--- config.mk ---
export PLATFORM = sky130hd
export DESIGN_NAME = ptc_drive_flat
export DESIGN_NICKNAME = d
export VERILOG_FILES = /design/src/ptc_pkg.sv /design/src/ptc_od_if.sv /design/src/ptc_drive.sv /design/src/flat_wrapper.sv
export VERILOG_INCLUDE_DIRS = /design/src
export SDC_FILE = /design/constraint.sdc
export NUM_CORES = 1
export LEC_CHECK = 0
export BUFFER_PORTS_ARGS = -buffer_cell sky130_fd_sc_hd__buf_2
export CAP_MARGIN = 10
export CORE_ASPECT_RATIO = 0.5
export CORE_UTILIZATION = 49
export CTS_CLUSTER_SIZE = 30
export DETAILED_ROUTE_END_ITERATION = 12
export HOLD_SLACK_MARGIN = 0.06
export PLACE_DENSITY = 0.75
export RECOVER_POWER = 25
export SYNTH_ARGS = -nofsm -noshare
export SYNTH_HDL_FRONTEND = slang
export SYNTH_SLANG_ARGS = --single-unit
--- constraint.sdc ---
create_clock -name sys_clk_i -period 8.75 [get_ports sys_clk_i]
set_clock_uncertainty 0.15 [all_clocks]
set_input_delay 1.75 -clock sys_clk_i [delete_from_list [all_inputs] [get_ports sys_clk_i]]
set_output_delay 1.75 -clock sys_clk_i [all_outputs]
set_load 0.02 [all_outputs]
--- src/ptc_cfg.svh ---
`ifndef PTC_CFG_SVH
`define PTC_CFG_SVH
// ==========================================================
// Object indices
`define PTC_IDX_FAULT      16'h603F
`define PTC_IDX_CMD        16'h6040
`define PTC_IDX_STATE      16'h6041
`define PTC_IDX_MODE_SEL   16'h6060
`define PTC_IDX_MODE_SHOWN 16'h6061
`define PTC_IDX_SETPOINT   16'h6071
`define PTC_IDX_TQ_CEIL    16'h6072
`define PTC_IDX_CUR_CEIL   16'h6073
`define PTC_IDX_TQ_OUT     16'h6074
`define PTC_IDX_NP_CUR     16'h6075
`define PTC_IDX_NP_TQ      16'h6076
`define PTC_IDX_TQ_MEAS    16'h6077
`define PTC_IDX_CUR_MEAS   16'h6078
`define PTC_IDX_VBUS       16'h6079
`define PTC_IDX_RAMP_RATE  16'h6087
`define PTC_IDX_RAMP_SHAPE 16'h6088
`define PTC_IDX_LIM_FWD    16'h60E0
`define PTC_IDX_LIM_REV    16'h60E1
// ==========================================================
// Field positions and codes
`define PTC_CW_HALT        8
`define PTC_CW_FRESET      7
`define PTC_SW_REACHED     10
`define PTC_MODE_TORQUE    8'h04
`define PTC_MODE_NONE      8'h00
`define PTC_SHAPE_STEP     16'hFFFF
`define PTC_SHAPE_LINEAR   16'h0000
`define PTC_AB_NONE        32'h0000_0000
`define PTC_AB_TOO_HIGH    32'h0609_0031
`define PTC_AB_RANGE       32'h0604_0030
`define PTC_AB_NO_DATA     32'h0800_0024
`define PTC_AB_NO_OBJ      32'h0602_0000
`define PTC_AB_READ_ONLY   32'h0601_0002
`define PTC_FAULT_EXT      16'hFF00
// ==========================================================
// Reset values and timing
`define PTC_RST_CUR_CEIL   16'h0BB8
`define PTC_RST_LIMIT      16'h03E8
`define PTC_RST_RATE       32'h0000_03E8
`define PTC_RST_NP_CUR     32'h0000_30D4
`define PTC_CLK_HZ         33'h0_0262_5A00
`endif

--- src/ptc_pkg.sv ---
package ptc_pkg;
   // Gray path: disabled, ready, switched on, enabled
   typedef enum logic [2:0] {
      PTC_DISABLED = 3'b000,
      PTC_READY    = 3'b001,
      PTC_SW_ON    = 3'b011,
      PTC_ENABLED  = 3'b010,
      PTC_QSTOP    = 3'b110,
      PTC_FAULT    = 3'b111
   } ptc_state_e;
   typedef logic signed [15:0] ptc_torque_t;
endpackage

--- src/ptc_od_if.sv ---
`timescale 1ns/1ps
interface ptc_od_if;
   logic        req;
   logic        write;
   logic [15:0] index;
   logic [31:0] wdata;
   logic        ack;
   logic [31:0] rdata;
   logic [31:0] abort;
   modport drive  (input req, write, index, wdata,
                   output ack, rdata, abort);
   modport master (output req, write, index, wdata,
                   input ack, rdata, abort);
endinterface

--- src/ptc_drive.sv ---
`timescale 1ns/1ps
`include "ptc_cfg.svh"
// Overview of operation
// - Mode value 4 selects torque profile
// - Mode display follows only accepted modes
// - Torque runs only in operation enabled
// - Zero set-point gives zero torque
// - Halt bit 8 stops, clear continues
// - Detected error stops, enters fault state
// - Disable or quick stop ends motion
// - Safe torque removal input stops torque
// - Halt clear: bit 10 means reached
// - Halt set: bit 10 means velocity zero
// - Dynamic brake inactive in torque mode
// - Starting operation zeroes internal target
// - New set-point applies at once
// - Separate forward and reverse torque limits
// - Linear ramp follows configured slope up to one unit per cycle
// - Status cleared on mode, disable, stop
// - Report instant and filtered motor current; code reports only the instant value
// - Set-point signed per-thousand current command
// - Rated current set before any target
// - Too high set-point aborted 0x06090031
module ptc_drive
(
   input  wire logic                sys_clk_i,
   input  wire logic                rst_b_i,
   input  wire logic                ce_i,
   ptc_od_if.drive                  od,
   input  wire logic                fault_i,
   input  wire logic                safe_torque_removal_input_i,
   input  wire logic                velocity_zero_i,
   input  wire logic                brake_cfg_i,
   input  wire logic signed [15:0]  torque_meas_i,
   input  wire logic signed [15:0]  current_meas_i,
   input  wire logic        [31:0]  vbus_meas_i,
   output logic signed      [15:0]  torque_producing_current_o,
   output logic                     dyn_brake_en_o
);
   // =======================================================
   // Helpers
   function automatic logic [15:0] mag(input logic [15:0] v);
      mag = v[15] ? 16'(-v) : v;
   endfunction

   function automatic ptc_pkg::ptc_torque_t clamp(
      input ptc_pkg::ptc_torque_t d,
      input logic [15:0] fwd,
      input logic [15:0] rev);
      logic signed [16:0] hi;
      logic signed [16:0] lo;
      hi = $signed({1'b0, fwd});
      lo = -$signed({1'b0, rev});
      // Sign-extend as signed, or negative demands compare as huge values
      if ($signed({d[15], d}) > hi)
         clamp = 16'(hi);
      else if ($signed({d[15], d}) < lo)
         clamp = 16'(lo);
      else
         clamp = d;
   endfunction

   // =======================================================
   // Registers
   logic [15:0]         fault_reason;
   logic [15:0]         drive_command_word;
   logic [7:0]          operating_mode_select;
   logic [7:0]          operating_mode_shown;
   ptc_pkg::ptc_torque_t torque_setpoint;
   logic [15:0]         torque_ceiling;
   logic [15:0]         current_ceiling;
   ptc_pkg::ptc_torque_t torque_command_out;
   logic [31:0]         nameplate_current;
   logic [31:0]         nameplate_torque;
   logic [15:0]         torque_measured;
   logic [15:0]         current_measured;
   logic [31:0]         bus_voltage_measured;
   logic [31:0]         torque_ramp_rate;
   logic [15:0]         torque_ramp_shape;
   logic [15:0]         torque_limit_forward;
   logic [15:0]         torque_limit_reverse;
   logic                reached;
   ptc_pkg::ptc_state_e state;
   ptc_pkg::ptc_state_e next_state;
   logic                sto_meta;
   logic                sto_sync;
   logic                freset_d;
   logic [32:0]         ramp_acc;

   // =======================================================
   // Object access decode
   logic        take;
   logic        wr_ok;
   logic [31:0] next_abort;
   logic [31:0] next_rdata;
   assign take  = ce_i && od.req && !od.ack;
   assign wr_ok = take && od.write && (next_abort == `PTC_AB_NONE);

   always_comb
   begin
      next_abort = `PTC_AB_NONE;
      next_rdata = 32'h0000_0000;
      case (od.index)
         `PTC_IDX_FAULT:      next_rdata = {16'h0000, fault_reason};
         `PTC_IDX_CMD:        next_rdata = {16'h0000, drive_command_word};
         `PTC_IDX_STATE:
         begin
            next_rdata[3:0] = {state == ptc_pkg::PTC_FAULT,
                               state == ptc_pkg::PTC_ENABLED,
                               state == ptc_pkg::PTC_SW_ON ||
                               state == ptc_pkg::PTC_ENABLED,
                               state != ptc_pkg::PTC_DISABLED &&
                               state != ptc_pkg::PTC_FAULT};
            next_rdata[5] = state != ptc_pkg::PTC_QSTOP;
            next_rdata[6] = state == ptc_pkg::PTC_DISABLED;
            next_rdata[`PTC_SW_REACHED] = reached;
         end
         `PTC_IDX_MODE_SEL:   next_rdata = {24'h00_0000, operating_mode_select};
         `PTC_IDX_MODE_SHOWN: next_rdata = {24'h00_0000, operating_mode_shown};
         `PTC_IDX_SETPOINT:   next_rdata = {{16{torque_setpoint[15]}},
                                            torque_setpoint};
         `PTC_IDX_TQ_CEIL:    next_rdata = {16'h0000, torque_ceiling};
         `PTC_IDX_CUR_CEIL:   next_rdata = {16'h0000, current_ceiling};
         `PTC_IDX_TQ_OUT:     next_rdata = {{16{torque_command_out[15]}},
                                            torque_command_out};
         `PTC_IDX_NP_CUR:     next_rdata = nameplate_current;
         `PTC_IDX_NP_TQ:      next_rdata = nameplate_torque;
         `PTC_IDX_TQ_MEAS:    next_rdata = {{16{torque_measured[15]}},
                                            torque_measured};
         `PTC_IDX_CUR_MEAS:   next_rdata = {{16{current_measured[15]}},
                                            current_measured};
         `PTC_IDX_VBUS:       next_rdata = bus_voltage_measured;
         `PTC_IDX_RAMP_RATE:  next_rdata = torque_ramp_rate;
         `PTC_IDX_RAMP_SHAPE: next_rdata = {{16{torque_ramp_shape[15]}},
                                            torque_ramp_shape};
         `PTC_IDX_LIM_FWD:    next_rdata = {16'h0000, torque_limit_forward};
         `PTC_IDX_LIM_REV:    next_rdata = {16'h0000, torque_limit_reverse};
         default:             next_abort = `PTC_AB_NO_OBJ;
      endcase
      if (od.write && next_abort == `PTC_AB_NONE)
      begin
         case (od.index)
            `PTC_IDX_FAULT, `PTC_IDX_STATE, `PTC_IDX_MODE_SHOWN,
            `PTC_IDX_TQ_OUT, `PTC_IDX_TQ_MEAS, `PTC_IDX_CUR_MEAS,
            `PTC_IDX_VBUS:
               next_abort = `PTC_AB_READ_ONLY;
            `PTC_IDX_MODE_SEL:
               if (od.wdata[7:0] != `PTC_MODE_TORQUE &&
                   od.wdata[7:0] != `PTC_MODE_NONE)
                  next_abort = `PTC_AB_RANGE;
            `PTC_IDX_SETPOINT:
               if (mag(od.wdata[15:0]) > current_ceiling)
                  next_abort = `PTC_AB_TOO_HIGH;
            `PTC_IDX_RAMP_SHAPE:
               if (od.wdata[15:0] != `PTC_SHAPE_STEP &&
                   od.wdata[15:0] != `PTC_SHAPE_LINEAR)
                  next_abort = `PTC_AB_NO_DATA;
            `PTC_IDX_RAMP_RATE, `PTC_IDX_NP_CUR:
               if (od.wdata == 32'h0000_0000 || od.wdata[31])
                  next_abort = `PTC_AB_RANGE;
            default:
               next_abort = `PTC_AB_NONE;
         endcase
      end
   end

   always_ff @(posedge sys_clk_i or negedge rst_b_i)
   begin
      if (!rst_b_i)
      begin
         od.ack   <= 1'b0;
         od.rdata <= 32'h0000_0000;
         od.abort <= `PTC_AB_NONE;
      end
      else if (ce_i)
      begin
         od.ack <= take;
         if (take)
         begin
            od.rdata <= od.write ? 32'h0000_0000 : next_rdata;
            od.abort <= next_abort;
         end
      end
   end

   // =======================================================
   // Configuration objects
   always_ff @(posedge sys_clk_i or negedge rst_b_i)
   begin
      if (!rst_b_i)
      begin
         drive_command_word    <= 16'h0000;
         operating_mode_select <= `PTC_MODE_NONE;
         torque_ceiling        <= `PTC_RST_LIMIT;
         current_ceiling       <= `PTC_RST_CUR_CEIL;
         nameplate_current     <= `PTC_RST_NP_CUR;
         nameplate_torque      <= 32'h0000_0000;
         torque_ramp_rate      <= `PTC_RST_RATE;
         torque_ramp_shape     <= `PTC_SHAPE_LINEAR;
         torque_limit_forward  <= `PTC_RST_LIMIT;
         torque_limit_reverse  <= `PTC_RST_LIMIT;
      end
      else if (wr_ok)
      begin
         case (od.index)
            `PTC_IDX_CMD:        drive_command_word    <= od.wdata[15:0];
            `PTC_IDX_MODE_SEL:   operating_mode_select <= od.wdata[7:0];
            `PTC_IDX_TQ_CEIL:    torque_ceiling        <= od.wdata[15:0];
            `PTC_IDX_CUR_CEIL:   current_ceiling       <= od.wdata[15:0];
            `PTC_IDX_NP_CUR:     nameplate_current     <= od.wdata;
            `PTC_IDX_NP_TQ:      nameplate_torque      <= od.wdata;
            `PTC_IDX_RAMP_RATE:  torque_ramp_rate      <= od.wdata;
            `PTC_IDX_RAMP_SHAPE: torque_ramp_shape     <= od.wdata[15:0];
            `PTC_IDX_LIM_FWD:    torque_limit_forward  <= od.wdata[15:0];
            `PTC_IDX_LIM_REV:    torque_limit_reverse  <= od.wdata[15:0];
            default:             torque_ramp_shape     <= torque_ramp_shape;
         endcase
      end
   end

   // =======================================================
   // Drive state machine
   logic stop_any;
   assign stop_any = state != ptc_pkg::PTC_ENABLED;

   always_comb
   begin
      next_state = state;
      case (state)
         ptc_pkg::PTC_DISABLED:
            if (drive_command_word[2:0] == 3'b110)
               next_state = ptc_pkg::PTC_READY;
         ptc_pkg::PTC_READY:
            if (!drive_command_word[1])
               next_state = ptc_pkg::PTC_DISABLED;
            else if (drive_command_word[2:0] == 3'b111)
               next_state = ptc_pkg::PTC_SW_ON;
         ptc_pkg::PTC_SW_ON:
            if (!drive_command_word[1] || !drive_command_word[2])
               next_state = ptc_pkg::PTC_DISABLED;
            else if (drive_command_word[3])
               next_state = ptc_pkg::PTC_ENABLED;
         ptc_pkg::PTC_ENABLED:
            if (!drive_command_word[1])
               next_state = ptc_pkg::PTC_DISABLED;
            else if (!drive_command_word[2])
               next_state = ptc_pkg::PTC_QSTOP;
            else if (!drive_command_word[3])
               next_state = ptc_pkg::PTC_SW_ON;
         ptc_pkg::PTC_QSTOP:
            if (!drive_command_word[1])
               next_state = ptc_pkg::PTC_DISABLED;
         ptc_pkg::PTC_FAULT:
            if (drive_command_word[`PTC_CW_FRESET] && !freset_d && !fault_i)
               next_state = ptc_pkg::PTC_DISABLED;
         default:
            next_state = ptc_pkg::PTC_FAULT;
      endcase
      if (fault_i)
         next_state = ptc_pkg::PTC_FAULT;
   end

   always_ff @(posedge sys_clk_i or negedge rst_b_i)
   begin
      if (!rst_b_i)
      begin
         state        <= ptc_pkg::PTC_DISABLED;
         freset_d     <= 1'b0;
         fault_reason <= 16'h0000;
      end
      else if (ce_i)
      begin
         state    <= next_state;
         freset_d <= drive_command_word[`PTC_CW_FRESET];
         if (fault_i)
            fault_reason <= `PTC_FAULT_EXT;
         else if (next_state == ptc_pkg::PTC_DISABLED &&
                  state == ptc_pkg::PTC_FAULT)
            fault_reason <= 16'h0000;
      end
   end

   // =======================================================
   // Pin sync and measurements
   always_ff @(posedge sys_clk_i or negedge rst_b_i)
   begin
      if (!rst_b_i)
      begin
         sto_meta             <= 1'b0;
         sto_sync             <= 1'b0;
         torque_measured      <= 16'h0000;
         current_measured     <= 16'h0000;
         bus_voltage_measured <= 32'h0000_0000;
      end
      else if (ce_i)
      begin
         sto_meta             <= safe_torque_removal_input_i;
         sto_sync             <= sto_meta;
         torque_measured      <= torque_meas_i;
         current_measured     <= current_meas_i;
         bus_voltage_measured <= vbus_meas_i;
      end
   end

   // =======================================================
   // Mode acceptance and set-point
   logic mode_change;
   logic go_enabled;
   assign mode_change = operating_mode_shown != operating_mode_select;
   assign go_enabled  = next_state == ptc_pkg::PTC_ENABLED &&
                        state != ptc_pkg::PTC_ENABLED;

   always_ff @(posedge sys_clk_i or negedge rst_b_i)
   begin
      if (!rst_b_i)
      begin
         operating_mode_shown <= `PTC_MODE_NONE;
         torque_setpoint      <= 16'h0000;
      end
      else if (ce_i)
      begin
         operating_mode_shown <= operating_mode_select;
         if (go_enabled)
            torque_setpoint <= 16'h0000;
         else if (wr_ok && od.index == `PTC_IDX_SETPOINT)
            torque_setpoint <= od.wdata[15:0];
      end
   end

   // =======================================================
   // Torque profile generator
   logic                 run;
   logic                 halt;
   ptc_pkg::ptc_torque_t goal;
   logic [32:0]          acc_sum;
   assign run  = !stop_any && !sto_sync &&
                 operating_mode_shown == `PTC_MODE_TORQUE && !mode_change;
   assign halt = drive_command_word[`PTC_CW_HALT];
   assign goal = (run && !halt) ? torque_setpoint : 16'sh0000;
   assign acc_sum = ramp_acc + {1'b0, torque_ramp_rate};

   // Ramp step capped at one unit per cycle to keep the adder narrow
   always_ff @(posedge sys_clk_i or negedge rst_b_i)
   begin
      if (!rst_b_i)
      begin
         torque_command_out <= 16'h0000;
         ramp_acc           <= 33'h0_0000_0000;
      end
      else if (ce_i)
      begin
         if (!run)
         begin
            torque_command_out <= 16'h0000;
            ramp_acc           <= 33'h0_0000_0000;
         end
         else if (torque_ramp_shape == `PTC_SHAPE_STEP ||
                  torque_command_out == goal)
         begin
            torque_command_out <= goal;
            ramp_acc           <= 33'h0_0000_0000;
         end
         else if (acc_sum >= `PTC_CLK_HZ)
         begin
            ramp_acc <= acc_sum - `PTC_CLK_HZ;
            torque_command_out <= (goal > torque_command_out) ?
               16'(torque_command_out + 16'sh0001) :
               16'(torque_command_out - 16'sh0001);
         end
         else
            ramp_acc <= acc_sum;
      end
   end

   // =======================================================
   // Outputs and target reached
   always_ff @(posedge sys_clk_i or negedge rst_b_i)
   begin
      if (!rst_b_i)
      begin
         torque_producing_current_o <= 16'h0000;
         dyn_brake_en_o             <= 1'b0;
         reached                    <= 1'b0;
      end
      else if (ce_i)
      begin
         torque_producing_current_o <= clamp(torque_command_out,
                                             torque_limit_forward,
                                             torque_limit_reverse);
         dyn_brake_en_o <= brake_cfg_i &&
                           operating_mode_shown != `PTC_MODE_TORQUE;
         if (mode_change || stop_any)
            reached <= 1'b0;
         else if (halt)
            reached <= velocity_zero_i;
         else
            reached <= torque_command_out == goal;
      end
   end
endmodule // ptc_drive

--- src/flat_wrapper.sv ---
// flat-port wrapper written by rule: the top's interface ports become plain ports
module ptc_drive_flat 
  (sys_clk_i, rst_b_i, ce_i, fault_i, safe_torque_removal_input_i, velocity_zero_i, brake_cfg_i, torque_meas_i, current_meas_i, vbus_meas_i, torque_producing_current_o, dyn_brake_en_o, od_req, od_write, od_index, od_wdata, od_ack, od_rdata, od_abort);
  ptc_od_if od_i ();
  input  wire logic sys_clk_i;
  input  wire logic rst_b_i;
  input  wire logic ce_i;
  input  wire logic fault_i;
  input  wire logic safe_torque_removal_input_i;
  input  wire logic velocity_zero_i;
  input  wire logic brake_cfg_i;
  input  wire logic signed [15:0] torque_meas_i;
  input  wire logic signed [15:0] current_meas_i;
  input  wire logic        [31:0] vbus_meas_i;
  output logic signed      [15:0] torque_producing_current_o;
  output logic dyn_brake_en_o;
  input wire logic [$bits(od_i.req)-1:0] od_req;
  input wire logic [$bits(od_i.write)-1:0] od_write;
  input wire logic [$bits(od_i.index)-1:0] od_index;
  input wire logic [$bits(od_i.wdata)-1:0] od_wdata;
  output wire logic [$bits(od_i.ack)-1:0] od_ack;
  output wire logic [$bits(od_i.rdata)-1:0] od_rdata;
  output wire logic [$bits(od_i.abort)-1:0] od_abort;
  assign od_i.req = od_req;
  assign od_i.write = od_write;
  assign od_i.index = od_index;
  assign od_i.wdata = od_wdata;
  assign od_ack = od_i.ack;
  assign od_rdata = od_i.rdata;
  assign od_abort = od_i.abort;
  ptc_drive u_core (.sys_clk_i(sys_clk_i), .rst_b_i(rst_b_i), .ce_i(ce_i), .od(od_i), .fault_i(fault_i), .safe_torque_removal_input_i(safe_torque_removal_input_i), .velocity_zero_i(velocity_zero_i), .brake_cfg_i(brake_cfg_i), .torque_meas_i(torque_meas_i), .current_meas_i(current_meas_i), .vbus_meas_i(vbus_meas_i), .torque_producing_current_o(torque_producing_current_o), .dyn_brake_en_o(dyn_brake_en_o));
endmodule
## Word-level counts from Yosys, hierarchy flattened

Index checks and enable logic that the tools add are counted.

- Register bits: 442
- Input bits: 121
- Output and inout port bits: 82
- Word-level logic and storage cells: 178

- $add $sub $neg: 6
- Magnitude comparators: 5
- Equality and inequality tests: 37
- Multiplexer cells: 43
- Reductions and logical operators: 59

Operator list:

| kind | count |
|---|---|
| $pmux 21 s15 | 1 |
| $eq 16x15->1 const B | 18 |
| $mux 16 | 12 |
| $pmux 32 s5 | 1 |
| $mux 27 | 4 |
| $mux 33 | 3 |
| $logic_not 32->1 | 3 |
| $pmux 4 s18 | 1 |
| $mux 32 | 2 |
| $pmux 3 s17 | 1 |
| $pmux 2 s18 | 1 |
| $add 33x32->33 | 1 |
| $ge 33x26->1 const B | 1 |
| $mux 3 | 11 |
| $sub 33x26->33 const B | 1 |
| $gt 16x16->1 | 2 |
| $mux 28 | 1 |
| $reduce_and 2->1 | 14 |
| $logic_and 1x1->1 | 18 |
| $pmux 3 s6 | 1 |
| $reduce_or 18->1 | 1 |
| $gt 16x17->1 | 1 |
| $lt 16x17->1 | 1 |
| $neg 16->17 | 1 |
| other kinds (26) | 49 |

## Logic depth before layout (Yosys ltp)

- Depth after elaboration: 12
- Mapped depth: 33
- Mapped depth without buffers: 32

## Worst setup path before layout

Ideal clock, no wire load.

- Path kind: register to register
- Start point: reg u_core.operating_mode_shown[4]
- End point: reg u_core.torque_command_out[15]
- Library setup time: 0.079 ns
- Arrival time: 5.866 ns
- Required time: 8.521 ns
- Path slack: 2.654 ns
- Stages on the path, launching flop included: 34
- Path buffers: 1
- Clock period less this slack: 6.096 ns
- Cells stage by stage: dfrtp_1 > xnor2_1 > nand2_1 > or3_1 > nor3_1 > nand2_1 > nor2_1 > clkbuf_1 > and2_1 > ha_1 > nor2b_1 > o21a_1 > o21ai_0 > nand2b_1 > a21oi_1 > o21ai_0 > a21oi_1 > o21bai_1 > a31oi_1 > inv_1 > ha_1 > a21o_1 > a21oi_1 > o21a_1 > o31ai_1 > o41ai_1 > nor2b_1 > o21a_1 > o21a_1 > o21ai_0 > nand2b_1 > xnor2_1 > a31oi_1 > a2bb2oi_1

- Cells in the longest elaborated chain, start to end: 10
- Elaborated cells between the ends (all ways): 16
- Classes of those cells: order compare (1); eq/ne (4); mux (5); reduce/logical (6)

Ends and longest elaborated chain:

| what | line | RTL |
|---|---|---|
| start, declared | ptc_drive.sv:68 | `logic [7:0] operating_mode_shown;` |
| start signal, assigned | ptc_drive.sv:317 | `` operating_mode_shown <= `PTC_MODE_NONE; `` |
| start signal, assigned | ptc_drive.sv:322 | `operating_mode_shown <= operating_mode_select;` |
| $eq 8x3->1 (no line) or $ne 8x8->1 (tied branches) | -- |  |
| $logic_and 1x1->1 (no line) or $logic_not 1->1 (tied branches) | -- |  |
| $logic_and 1x1->1 * | ptc_drive.sv:336 | `assign run = !stop_any && !sto_sync &&` |
| $logic_and 1x1->1 | ptc_drive.sv:339 | `assign goal = (run && !halt) ? torque_setpoint : 16'sh0000;` |
| $mux 16 | ptc_drive.sv:339 |  |
| $gt 16x16->1 | ptc_drive.sv:366 | `torque_command_out <= (goal > torque_command_out) ?` |
| $mux 16 | ptc_drive.sv:366 |  |
| $mux 16 | ptc_drive.sv:363 | `` else if (acc_sum >= `PTC_CLK_HZ) `` |
| $mux 16 | ptc_drive.sv:357 | `` else if (torque_ramp_shape == `PTC_SHAPE_STEP \|\| `` |
| $mux 16 | ptc_drive.sv:352 | `if (!run)` |
| end signal, assigned | ptc_drive.sv:360 | `torque_command_out <= goal;` |
| end signal, assigned | ptc_drive.sv:366 |  |
| end, declared | ptc_drive.sv:72 | `ptc_pkg::ptc_torque_t torque_command_out;` |

Every way passes the cells marked *; elsewhere a longest branch is shown, timed or not. The select of a mux whose other input is x is not followed.
A chain may end at the register's enable or synchronous reset.

## Final worst setup path

Ends and elaborated chain as after synthesis.

==> reports/qor.yml <==
die_y_um: 158.0
routed_via_density: 6.363
root_buffer: "clkbuf_16"
finish.utilization_pct: 55.63
numCtsBuffers: 39
synth_cell_types: 93
crit_fanout: 17
power.density_mw_per_mm2: 147.6
dr.pass1.iters: 8
clkSinkCount: 404
worstPathRequired_ns: 9.04
cpPeakStageDelay_ns: 0.58
grt_max_degree: 112
status: "finished with violations"
worstMarginPinSlew_ns: 5.637
cts_resized: 0
syn_area_mm2: 0.02385
synth_top_area_share_pct: 38.51
ys_async_sr_fraction_pct: 100.0
yosysWarnings: 0
ys_top_cells_by_area: "dfrtp_1 39%, mux2_2 10%, ha_1 6.1%"
fp-row-count: 56
coreArea_mm2: 0.04744
violations: "capacitance limit, slew limit"
wl_mm: 76.53
power_mw: 3.896
postCtsHoldBufs: 0
dieArea_mm2: 0.04961
cts_max_level: 2
met3_usage_pct: 5.803
post-synth-top-count-cell: "dfrtp_1"
antenna_found_initial: 2
io_pins: 203
fmax_mhz: 142.6
post_cts_buffers: 0
grt.met2_usage_pct: 49.46
io_buffer_count: 182
detail_route.iter0.violations: 2312
fin_nets: 2703
antenna_left: 0
initial_core_util_pct: 50.28
maxSlewViolCount: 157
drc: 0
syn_to_final_growth_pct: 10.64
busiest_layer: "met2"
grt_pass1_vias: 19180
yosys_register_bits: 404
antenna_cells: 0
synth_cells: 2343
clk_pin_slew_ns: 0.07
grt_overflow: 0
yosysSeqAreaShare_pct: 42.58
fp.dieW_um: 314.0
dp_slack_ns: 1.783
ys.flop_type: "dfrtp_1"
cts_tree: "yes"
num_vias: 19910
grt_pass1_wl_mm: 115.4
min_period_ns: 7.011
hpwl_mm: 55.89
fin_setup_tns_ns: 0
post_drt_wl_per_cell_um: 24.46
critPathSlowestCell: "nor2_1"
synth_area_leader_cell: "dfrtp_1"
hold_violations: 0
cp-start-kind: "flip-flop"
setup_slack_ns: 1.739
insertion_delay_ns: 0.56
use_met1_pct: 41.28
rsz0062_at_grt: "no"
clock_path_buffers: 3
drive_above_1_share_pct: 23.28
place_congestion: 0.9874
p_leak_nw: 12.24
period_share_pct: 80.13
avgSynthCellArea_um2: 10.18
crit_type: "flip-flop to flip-flop"
irDropWorstVdd_uv: 112.9
synthTopCellsByCount: "367 x dfrtp_1, 217 x mux2_2, 215 x nand2_1"
setup_viol: 0
cap_violations: 2
critPathMostFrequentCell: "o21a_1"
hold_path_class: "flip-flop to flip-flop"
synth_edf_count: 0
grt_usage_pct: 30.61
end_kind: "flip-flop"
cp.arrival_ns: 7.30
slew-limit-headroom_pct: -275.8
flip-flops by register name (all words and copies together), names as in the netlist, 32 cells and up:
register and flops:
u_core.nameplate_torque 32, u_core.ramp_acc 33, u_core.od.rdata 32, u_core.nameplate_current 32
u_core.torque_ramp_rate 32, u_core.bus_voltage_measured 32
metal layers:
layer | wire (um) | vias up | share of wire (%)
li1 | - | 8859 | -
met1 | 32100 | 10010 | 42
met2 | 35080 | 861 | 46
met3 | 6798 | 182 | 8.9
met4 | 2544 | 2 | 3.3
met5 | 11 | - | 0.014
worst max-delay path: cells and delay by family (launching register included):
kind                       cells  cell delay [ns]
AOI/OAI and AO/OA             17             2.96
adders and majority gates      2             0.61
DFF                            1             0.42
and+or+nand+nor               10             2.03
buffers and inverters          1             0.32
xor gates and xnor gates       2             0.40
worst paths after layout:
check | from | end | slack (ns) | cells after the start
setup / recovery | u_core.operating_mode_shown[4] | u_core.torque_command_out[15] | 1.74 | 32
hold / removal | u_core.od.rdata[22] | u_core.od.rdata[22] | 0.33 | 2
setup reg to reg | u_core.operating_mode_shown[4] | u_core.torque_command_out[15] | 1.74 | 32
hold reg to reg | u_core.od.rdata[22] | u_core.od.rdata[22] | 0.33 | 2
max in group asynchronous | rst_b_i | u_core.torque_ramp_rate[1] | 1.80 | 2
min in group asynchronous | rst_b_i | u_core.torque_producing_current_o[12] | 3.10 | 1
cell type report:
type                            count  area (um2)
Clock buffer                       56        1090
Clock inverter                     13       111.4
Fill cell                        4135       21050
Inverter                           87       326.6
Multi-Input combinational cell   1719       12770
Sequential cell                   404       10160
Tap cell                          638       798.3
Timing Repair Buffer              212        1140
stage by stage:
step	area, um2	std cells	hold WS [ns]
floorplan	23920	2362	0.2998
global placement	25210	3060	0.3076
detailed placement	25210	3060	0.3188
CTS	26410	3129	0.3332
global route	26390	3129	0.3537
finish	26390	3129	0.3279
logic make-up after synthesis:
logic type / after synthesis / share of synthesized area (%)
other: 1 / 0.01572
adders and majority gates: 119 / 6.306
and+or+nand+nor: 635 / 13.31
buffers and inverters: 239 / 4.386
muxes: 253 / 11.91
DFF: 404 / 42.58
AOI/OAI and AO/OA: 598 / 17.97
xor gates and xnor gates: 94 / 3.515
power breakdown:
part	internal, mW	switching, mW	total (mW)	leakage (nW)
sequential	1.90	0.0322	1.94	5.33
clock	0.902	0.769	1.67	0.578
combinational	0.0994	0.189	0.288	6.34
total	2.91	0.990	3.90	12.2
cells in the final DEF, fill, tap and decap left out, types with 15 or more instances in the layout:
cell / n
a221oi_1: 23
a31oi_1: 17
xor2_1: 29
nor2b_1: 20
nor2_1: 104
clkbuf_1: 15
nand2b_1: 20
a222oi_1: 37
dfrtp_1: 367
clkbuf_16: 39
nand3_1: 55
xnor2_1: 63
o31ai_1: 37
o21a_1: 15
and2_1: 24
dfstp_2: 37
nand2_1: 215
o21ai_0: 111
inv_1: 86
ha_1: 117
nor4_1: 22
a22o_1: 43
or3_1: 19
mux2_1: 29
nand4_1: 33
nor3_1: 37
buf_4: 27
mux2_2: 217
a2bb2oi_1: 16
a21oi_1: 99
buf_2: 180
conb_1: 20
a21o_1: 56
a22oi_1: 31
Power figures use the tool's default switching activity.
